`src/common/qpe_regs.svh`:
```
`ifndef QPE_REGS_SVH
`define QPE_REGS_SVH

// Command opcodes
`define QPE_OP_QPROG    8'h32
`define QPE_OP_ERASE4K  8'h20
`define QPE_OP_ERASE32K 8'h52
`define QPE_OP_ERASE64K 8'hD8

// Frame layout in link bits
`define QPE_OPC_BITS    6'h08
`define QPE_HDR_BITS    6'h20

// Page and erased value
`define QPE_PAGE_LAST   9'h0FF
`define QPE_PAGE_END    9'h100
`define QPE_BYTE_MAX    9'h100
`define QPE_ERASED      8'hFF

// Ignored low address bits per erase size
`define QPE_MASK_4K     24'h000FFF
`define QPE_MASK_32K    24'h007FFF
`define QPE_MASK_64K    24'h00FFFF

// Timing: core clock rate and self-timed durations
`define QPE_CLK_MHZ     40
`define QPE_PP_TIME_US  500
`define QPE_BE_TIME_US  2000

`endif

```
`src/common/qpe_pkg.sv`:
```
package qpe_pkg;

  // Sequencer states
  typedef enum logic [1:0] {
    ST_IDLE  = 2'b00,
    ST_PROG  = 2'b01,
    ST_ERASE = 2'b10,
    ST_WAIT  = 2'b11
  } qpe_state_t;

  // Erase block size selected by opcode
  typedef enum logic [1:0] {
    SZ_4K  = 2'b00,
    SZ_32K = 2'b01,
    SZ_64K = 2'b10
  } qpe_size_t;

endpackage : qpe_pkg

```
`src/qpe_page_buf.sv`:
```
`timescale 1ns/1ps
// Page buffer, one write port, registered read port
module qpe_page_buf (
  input  wire logic       i_clk,
  input  wire logic       i_wr_en,
  input  wire logic [7:0] i_wr_addr,
  input  wire logic [7:0] i_wr_data,
  input  wire logic [7:0] i_rd_addr,
  output logic      [7:0] o_rd_data
);

  logic [7:0] mem [0:255]; // One entry per page byte

  // No reset: contents are only read where a valid bit says so
  always_ff @(posedge i_clk)
  begin
    if (i_wr_en)
    begin
      mem[i_wr_addr] <= i_wr_data;
    end
    o_rd_data <= mem[i_rd_addr];
  end

endmodule : qpe_page_buf

```
`src/qpe_seq.sv`:
```
`timescale 1ns/1ps
`include "qpe_regs.svh"
module qpe_seq #(
  parameter int PP_CYCLES = `QPE_PP_TIME_US * `QPE_CLK_MHZ, // Page program time
  parameter int BE_CYCLES = `QPE_BE_TIME_US * `QPE_CLK_MHZ  // Block erase time
) (
  input  wire logic              I_CLK,
  input  wire logic              I_RSTN,
  input  wire logic              I_CS_N,
  input  wire logic              I_SCK,
  input  wire logic [3:0]        I_IO,
  input  wire logic              I_WRITE_ENABLE,
  input  wire logic              I_ADDR_PROTECTED,
  input  wire logic              I_VERIFY_FAIL,
  output logic                   O_BUSY,
  output logic                   O_WRITE_LATCH,
  output logic                   O_PE_ERROR,
  output logic [23:0]            O_CHECK_ADDR,
  output logic                   O_ARRAY_WR,
  output logic                   O_ARRAY_ERASE,
  output qpe_pkg::qpe_size_t     O_ERASE_SIZE,
  output logic [23:0]            O_ARRAY_ADDR,
  output logic [7:0]             O_ARRAY_WDATA
);
  import qpe_pkg::*;

  ////////////////////////////////////////////////////////////////////////
  // Pin synchronisers
  logic       cs_s1, cs_s2, cs_d;   // Select, two stages plus history
  logic       sck_s1, sck_s2, sck_d; // Link clock, sampled like data
  logic [3:0] io_s1, io_s2;         // Quad data lines

  // Link clock is slow against the core clock, so sampling suffices
  always_ff @(posedge I_CLK or negedge I_RSTN)
  begin
    if (!I_RSTN)
    begin
      {cs_s1, cs_s2, cs_d}    <= 3'h7; // Idle deselected, so no false select edge
      {sck_s1, sck_s2, sck_d} <= 3'h0; // Link clock parks low
      {io_s1, io_s2}          <= 8'h00;
    end
    else
    begin
      {cs_s1, cs_s2, cs_d}    <= {I_CS_N, cs_s1, cs_s2};
      {sck_s1, sck_s2, sck_d} <= {I_SCK, sck_s1, sck_s2};
      {io_s1, io_s2}          <= {I_IO, io_s1};
    end
  end

  logic sck_rise, cs_fall, cs_rise; // Edge events on synced pins
  assign sck_rise = sck_s2 & ~sck_d & ~cs_s2;
  assign cs_fall  = cs_d & ~cs_s2;
  assign cs_rise  = ~cs_d & cs_s2;

  ////////////////////////////////////////////////////////////////////////
  // Sequencer state
  qpe_state_t  state, next_state;
  qpe_size_t   esize, next_esize;
  logic        frame_ok, next_frame_ok;   // Frame began while idle
  logic [7:0]  opcode, next_opcode;
  logic [23:0] addr, next_addr;           // byte_address_field
  logic [5:0]  bits, next_bits;           // Header bits received
  logic [2:0]  sub, next_sub;             // Bits beyond header, mod 8
  logic        half, next_half;           // Upper nibble held
  logic [3:0]  nib, next_nib;
  logic [8:0]  byte_cnt, next_byte_cnt;   // Low bits index, bit 8 marks a full page
  logic [255:0] valid, next_valid;        // Page slots holding data
  logic [8:0]  walk, next_walk;
  logic        pend, next_pend;           // Write due this cycle
  logic [31:0] timer, next_timer;
  logic        write_latch_flag, next_wel;             // write_latch_flag
  logic        program_erase_error_flag, next_epe;             // program_erase_error_flag
  logic        erase_p, next_erase_p;
  logic [23:0] aaddr, next_aaddr;
  logic        buf_we;
  logic [7:0]  buf_wa, buf_wd, buf_rd;
  logic [23:0] emask;
  logic        is_prog, is_erase, prog_ok, erase_ok;

  assign is_prog  = (opcode == `QPE_OP_QPROG);
  assign is_erase = (opcode == `QPE_OP_ERASE4K) || (opcode == `QPE_OP_ERASE32K)
                  || (opcode == `QPE_OP_ERASE64K);
  // Whole header, a whole data byte, release between bytes
  assign prog_ok  = (bits == `QPE_HDR_BITS) && (byte_cnt != 9'h000) && !half;
  assign erase_ok = (bits == `QPE_HDR_BITS) && (sub == 3'h0);

  // Block-local bits dropped from the erase address
  always_comb
  begin
    unique case (esize)
      SZ_4K:   emask = `QPE_MASK_4K;
      SZ_32K:  emask = `QPE_MASK_32K;
      SZ_64K:  emask = `QPE_MASK_64K;
      default: emask = `QPE_MASK_64K; // Code 11 never loaded
    endcase
  end

  ////////////////////////////////////////////////////////////////////////
  // Next-state logic
  always_comb
  begin
    next_state    = state;
    next_esize    = esize;
    {next_frame_ok, next_half, next_wel, next_epe} = {frame_ok, half, write_latch_flag, program_erase_error_flag};
    {next_opcode, next_bits, next_sub, next_nib}   = {opcode, bits, sub, nib};
    {next_addr, next_aaddr, next_walk}             = {addr, aaddr, walk};
    {next_byte_cnt, next_timer}                    = {byte_cnt, timer};
    next_valid    = valid;
    {next_pend, next_erase_p}                      = 2'h0; // Pulses last one cycle
    buf_we        = 1'b0;
    buf_wa        = addr[7:0] + byte_cnt[7:0];
    buf_wd        = {nib, io_s2};
    // Frame start: clear counters; frames begun while busy are ignored
    if (cs_fall)
    begin
      next_frame_ok = (state == ST_IDLE);
      next_opcode   = 8'h00;
      next_bits     = 6'h00;
      next_sub      = 3'h0;
      next_half     = 1'b0;
      next_byte_cnt = 9'h000;
      if (state == ST_IDLE)
      begin
        next_valid = '0;
      end
    end
    unique case (state)
      ST_IDLE:
      begin
        if (sck_rise && frame_ok)
        begin
          if (bits < `QPE_HDR_BITS)
          begin
            // Opcode then address, one bit per clock on line 0
            next_bits = bits + 6'h01;
            if (bits < `QPE_OPC_BITS)
            begin
              next_opcode = {opcode[6:0], io_s2[0]};
            end
            else
            begin
              next_addr = {addr[22:0], io_s2[0]};
            end
          end
          else if (is_prog)
          begin
            if (!half)
            begin
              next_nib  = io_s2; // Line 3 carries bit 7
              next_half = 1'b1;
            end
            else
            begin
              // Wrapped index overwrites, so only the last page stays
              buf_we             = 1'b1;
              next_valid[buf_wa] = 1'b1;
              next_half          = 1'b0;
              // Index keeps wrapping so byte 257 lands one past byte 256
              next_byte_cnt      = {byte_cnt[8] | (&byte_cnt[7:0]), byte_cnt[7:0] + 8'h01};
            end
          end
          else
          begin
            next_sub = sub + 3'h1; // Trailing bits ignored
          end
        end
        if (cs_rise && frame_ok && write_latch_flag && (is_prog || is_erase))
        begin
          next_frame_ok = 1'b0;
          next_wel      = 1'b0;
          if ((is_prog ? prog_ok : erase_ok) && !I_ADDR_PROTECTED)
          begin
            next_epe   = 1'b0;
            next_walk  = 9'h000;
            next_state = is_prog ? ST_PROG : ST_ERASE;
            next_esize = (opcode == `QPE_OP_ERASE4K)  ? SZ_4K  :
                         (opcode == `QPE_OP_ERASE32K) ? SZ_32K : SZ_64K;
          end
        end
      end
      ST_PROG:
      begin
        // Visit every page slot; only received slots are written
        if (walk == `QPE_PAGE_END)
        begin
          next_timer = 32'(PP_CYCLES);
          next_state = ST_WAIT;
        end
        else
        begin
          next_pend  = valid[walk[7:0]]; // Others keep erased value
          next_aaddr = {addr[23:8], walk[7:0]};
          next_walk  = walk + 9'h001;
        end
      end
      ST_ERASE:
      begin
        next_erase_p = 1'b1;
        next_aaddr   = addr & ~emask;
        next_timer   = 32'(BE_CYCLES);
        next_state   = ST_WAIT;
      end
      ST_WAIT:
      begin
        if (timer == 32'h0000_0000)
        begin
          next_epe   = I_VERIFY_FAIL;
          next_state = ST_IDLE;
        end
        else
        begin
          next_timer = timer - 32'h0000_0001;
        end
      end
    endcase
    // Write enable outranks an abort's clear; a starting command keeps it cleared
    if (I_WRITE_ENABLE && (state == ST_IDLE) && (next_state == ST_IDLE))
    begin
      next_wel = 1'b1;
    end
  end

  ////////////////////////////////////////////////////////////////////////
  // State registers
  always_ff @(posedge I_CLK or negedge I_RSTN)
  begin
    if (!I_RSTN)
    begin
      state    <= ST_IDLE;
      esize    <= SZ_4K;
      {frame_ok, half, pend, write_latch_flag, program_erase_error_flag, erase_p} <= 6'h00;
      {opcode, bits, sub, nib}                  <= 21'h000000;
      {addr, aaddr, walk}                       <= 57'h0;
      {byte_cnt, timer}                         <= 41'h0;
      valid    <= '0;
    end
    else
    begin
      state    <= next_state;
      esize    <= next_esize;
      {frame_ok, half, pend, write_latch_flag} <= {next_frame_ok, next_half, next_pend, next_wel};
      {program_erase_error_flag, erase_p, opcode}      <= {next_epe, next_erase_p, next_opcode};
      {bits, sub, nib}            <= {next_bits, next_sub, next_nib};
      {addr, aaddr, walk}         <= {next_addr, next_aaddr, next_walk};
      {byte_cnt, timer}           <= {next_byte_cnt, next_timer};
      valid    <= next_valid;
    end
  end

  // Page buffer; read data lines up with the registered write pulse
  qpe_page_buf u_buf (
    .i_clk     (I_CLK),
    .i_wr_en   (buf_we),
    .i_wr_addr (buf_wa),
    .i_wr_data (buf_wd),
    .i_rd_addr (walk[7:0]),
    .o_rd_data (buf_rd)
  );

  ////////////////////////////////////////////////////////////////////////
  // Outputs
  assign O_BUSY        = (state != ST_IDLE);
  assign O_WRITE_LATCH = write_latch_flag;
  assign O_PE_ERROR    = program_erase_error_flag;
  assign O_CHECK_ADDR  = addr;
  assign O_ARRAY_WR    = pend;
  assign O_ARRAY_ERASE = erase_p;
  assign O_ERASE_SIZE  = esize;
  assign O_ARRAY_ADDR  = aaddr;
  assign O_ARRAY_WDATA = pend ? buf_rd : `QPE_ERASED;

  ////////////////////////////////////////////////////////////////////////
  // Checks
  chk_prog_needs_wel: assert property (@(posedge I_CLK) disable iff (!I_RSTN)
    (state == ST_IDLE) && (next_state == ST_PROG) |-> write_latch_flag && is_prog)
    else $error("program started without write latch");
  chk_erase_needs_wel: assert property (@(posedge I_CLK) disable iff (!I_RSTN)
    (state == ST_IDLE) && (next_state == ST_ERASE) |-> write_latch_flag && is_erase)
    else $error("erase started without write latch");
  chk_prog_complete: assert property (@(posedge I_CLK) disable iff (!I_RSTN)
    (state == ST_IDLE) ##1 (state == ST_PROG) |-> $past(prog_ok) && ($past(bits) == 6'h20))
    else $error("program started on incomplete frame");
  chk_erase_boundary: assert property (@(posedge I_CLK) disable iff (!I_RSTN)
    $rose(erase_p) |-> $past(sub, 2) == 3'h0)
    else $error("erase started off byte boundary");
  chk_protect_idle: assert property (@(posedge I_CLK) disable iff (!I_RSTN)
    cs_rise && I_ADDR_PROTECTED && frame_ok && (is_prog || is_erase) && !I_WRITE_ENABLE
    |=> (state == ST_IDLE) && !write_latch_flag)
    else $error("protected target not refused");
  chk_wel_clear: assert property (@(posedge I_CLK) disable iff (!I_RSTN)
    cs_rise && frame_ok && write_latch_flag && (is_prog || is_erase) && !I_WRITE_ENABLE |=> !write_latch_flag)
    else $error("write latch kept after command");
  chk_busy_no_wel: assert property (@(posedge I_CLK) disable iff (!I_RSTN)
    O_BUSY && !$rose(O_BUSY) |-> !write_latch_flag)
    else $error("write latch set while busy");
  chk_erase_align: assert property (@(posedge I_CLK) disable iff (!I_RSTN)
    erase_p |-> ((aaddr & emask) == 24'h000000) && (state == ST_WAIT))
    else $error("erase address not block aligned");
  chk_wr_in_page: assert property (@(posedge I_CLK) disable iff (!I_RSTN)
    pend |-> (aaddr[23:8] == addr[23:8]) && O_BUSY)
    else $error("program write left the page");
  chk_nibble_pair: assert property (@(posedge I_CLK) disable iff (!I_RSTN)
    buf_we |-> half ##1 !half)
    else $error("byte assembled without two nibbles");
  chk_epe_update: assert property (@(posedge I_CLK) disable iff (!I_RSTN)
    (state == ST_WAIT) && (timer == 32'h0) |=> (program_erase_error_flag == $past(I_VERIFY_FAIL)) && !O_BUSY)
    else $error("error flag not taken at completion");

endmodule : qpe_seq

```
`config.mk`:
```
export PLATFORM = sky130hd
export DESIGN_NAME = qpe_seq
export DESIGN_NICKNAME = d
export VERILOG_FILES = /design/src/common/qpe_pkg.sv /design/src/qpe_page_buf.sv /design/src/qpe_seq.sv
export VERILOG_INCLUDE_DIRS = /design/src /design/src/common
export SDC_FILE = /design/constraint.sdc
export NUM_CORES = 2
export LEC_CHECK = 0
export BUFFER_PORTS_ARGS = -buffer_cell sky130_fd_sc_hd__buf_2
export CAP_MARGIN = 15
export CORE_MARGIN = 2
export CORE_UTILIZATION = 50
export DETAILED_ROUTE_END_ITERATION = 12
export GPL_ROUTABILITY_DRIVEN = 0
export PLACE_DENSITY_LB_ADDON = 0.15
export SYNTH_ARGS = -nofsm -noshare
export SYNTH_HDL_FRONTEND = slang
export SYNTH_SLANG_ARGS = --single-unit
```
`constraint.sdc`:
```
create_clock -name I_CLK -period 4.1 [get_ports I_CLK]
set_input_delay 0.41 -clock I_CLK [delete_from_list [all_inputs] [get_ports I_CLK]]
set_output_delay 0.41 -clock I_CLK [all_outputs]
set_load 0.01 [all_outputs]
```
==> reports/summary.txt <==
P_int = 40.0 mW
Worst path required time = 4600 ps
R2r worst-path depth = 10
DP HPWL = 163 mm
Pwr Density = 451 nW/µm²
Io pins = 74
Cell variety after synth = 71
First-pass GRT wire length = 367 mm
Startpoint class of the critical path = flip-flop
Residual DRC = 0
Num CTS Buffers = 240
Post-Layout Cell Count = 8132
Worst hold margin = 73.8 ps
Routed len/inst = 31.2 µm
FF-to-FF Start = byte_cnt[0]
Combinational share of power = 0.7%
Mux contribution to synthesized area = 16.9%
Largest net degree at the start of global routing = 150
Final Critical Period = 3930 ps
Fmax = 254 MHz
Area growth from synthesis to layout = 14.0%
TritonCTS clock tree = yes
Nets = 5419
Final hold violations = 0
DIE AREA = 198000 µm²
Number of global-route vias before repair = 50300
Slew margin rel. = 24.6%
MaxCap Viol Count = 0
Share of post-route cells with drive strength above 1 = 27.8%
Mapped Cells = 5079
Clock group share of total power = 45.4%
Metal1 wirelength = 105 mm
Starting Density = 50.4%
Post-synth EDFFs = 2048
Setup violators final = 0
Post-Synth XOR/XNOR Area = 0.252%
Placed Area = 103000 µm²
H-tree levels = 4
Worst vdd ir = 0.487 mV
Core Util, Final = 57.5%
Die width = 445 µm
RSZ-0062 raised after global routing = true
Leak = 35.6 nW
Reg-to-reg endpoint = u_buf.mem[7][5]
Top cells by area, synth = edfxtp_1, mux4_2, dfrtp_1
Fin area = 111000 µm²
Compound-Gate Fraction of Synth Area = 3.27%
Actual slew at the worst max-slew pin = 1130 ps
Clock sink count = 2455
Worst-case clock buffer depth = 3
Setup crit start = byte_cnt[0]
Met3 WL = 18.5 mm
Number of buffers added on ports = 73
Worst-path fanout max = 44
Fin crit share = 95.9%
Met2 WL post-DR = 123 mm
Commonest non-fill, non-tap cell in the layout = edfxtp_1
Worst-path clk slew = 60 ps
Top routing layer in use = met5
Initial antenna violation count = 6
Initial DRT Pass Iterations = 6
Post-synth top area share = 63.3%
Warnings, synthesis = 0
Cells after DPL = 7665
Mapped Area = 97200 µm²
Flops & latches, synth = 2455
Kind of critical path = flip-flop to flip-flop
Switching share of total power = 19.9%
Syn Area/Cell = 19.1 µm²
Worst-skew pair later-pin latency = 890 ps
DIE HEIGHT = 445 µm
Worst path arrival time = 4430 ps
Synth async-reset ratio = 16.3%
Post-Synth Simple-Gate Area = 4.14%
GRT Total Usage = 25.9%
Detailed Route WL = 254 mm
Largest family of logic cells by synthesized area = multiplexers
Vias/cell = 6.20
Syn_nets = 5107
Via count = 50400
Core ar. = 193000 µm²
Status = complete, no violations
Root Buffer Master = clkbuf_16
Area leader, netlist = edfxtp_1
Sequential power share = 53.9%
Flop-to-flop setup slack = 170 ps
Seq/Total Area, Yosys = 73.7%
Psw = 9.94 mW
Worst clock skew = 26.3 ps
Kind of end point of the critical path = flip-flop
Num rows = 161
DR iter-0 viols = 6182
Most frequent cells in the layout = edfxtp_1, mux4_2, nand2_1
Adder-cell share of the synthesized area = 0.227%
Post-DRT Antenna Nets = 0
Final Max Slew Viols = 0
Fillcell total = 14200
GRT overflow = 0
HP Class = input pin to asynchronous set/reset pin
Main synth FF type = edfxtp_1
[sequential cells by signal, indices dropped and copies added, names as in the netlist, 8 cells and up]
signal           count
u_buf.mem         2048
opcode               8
O_ARRAY_ADDR        24
valid              256
walk                 9
O_CHECK_ADDR        24
timer               32
u_buf.o_rd_data      8
byte_cnt             9
[Yosys cell counts, drive strengths merged, types with 16 or more instances]
cell type	count
a21oi	27
a22o	36
a22oi	43
buf	159
clkbuf	154
dfrtp	396
edfxtp	2048
ha	16
inv	18
mux2	57
mux4	696
nand2	445
nand2b	21
nand3	25
nor2	333
nor3	26
nor4	17
o21ai	342
o22ai	17
xnor2	20
[power by group through the flow]
stage          clock network (mW)  logic (mW)  registers, mW
3_3_place_gp                    0       0.371           27.4
2_1_floorplan                   0      0.0508           27.5
5_1_grt                      23.9       0.411           26.9
6_report                     22.6       0.370           26.9
4_1_cts                      23.0       0.382           26.9
3_5_place_dp                    0       0.376           27.4
[worst max-delay path by stage]
stage	endpoint	slack, ps	cells past startpoint
2_1_floorplan	u_buf.mem[0][0]	90	0
3_3_place_gp	u_buf.mem[7][4]	200	10
3_5_place_dp	u_buf.mem[61][2]	190	12
4_1_cts	u_buf.mem[61][6]	170	12
5_1_grt	u_buf.mem[215][4]	-20	12
6_report	u_buf.mem[7][5]	170	10
[cell type report]
class | count | area, µm² | share of cell area (%)
timing repair buffer | 383 | 3460 | 3.12
tap | 2526 | 3160 | 2.85
inverter | 20 | 75.1 | 0.0678
antenna | 4 | 10.0 | 0.00904
multi-input combinational | 2291 | 24300 | 21.9
clock inverter | 157 | 1770 | 1.60
clock buffer | 296 | 6360 | 5.74
sequential | 2455 | 71700 | 64.7
[stage by stage]
step	setup TNS, ps	worst slack (ps)	total power [mW]
6_report	0	170	49.9
3_3_place_gp	0	200	27.8
2_1_floorplan	0	87.8	27.6
4_1_cts	0	168	50.3
3_5_place_dp	0	194	27.8
5_1_grt	-447	-15.6	51.2
[timing repair]
item                       4_1_cts  5_1_grt
resized for setup                0       15
setup endpoints to repair        0      135
buffers inserted                 0        0
hold buffers                    10        0
hold endpoints to repair        85        0
[metal layers]
metal | global-route usage, % | vias up
met5 | 0.464 | -
met2 | 41.1 | 2081
li1 | - | 21000
met4 | 7.09 | 4
met3 | 4.91 | 362
met1 | 37.0 | 27000
[cells by family (layout without fill, tap and decap cells)]
kind of cell / Yosys count / after routing
other: 0 / 4
and+or+nand+nor: 941 / 941
DFF: 2455 / 2455
muxes: 765 / 765
xor gates and xnor gates: 28 / 28
AOI/OAI and AO/OA: 540 / 540
buffers and inverters: 333 / 856
adders and majority gates: 17 / 17
[worst max-delay path: stages, from the launching register on]
cell and delay [ps]:
dfrtp_1 430, ha_1 230, fa_1 430, a21o_1 190, a21o_1 230, a21o_1 210
a21o_1 230, nor3_1 350, a211oi_4 90, buf_12 240, nor2_1 870
Power figures use the tool's default switching activity.
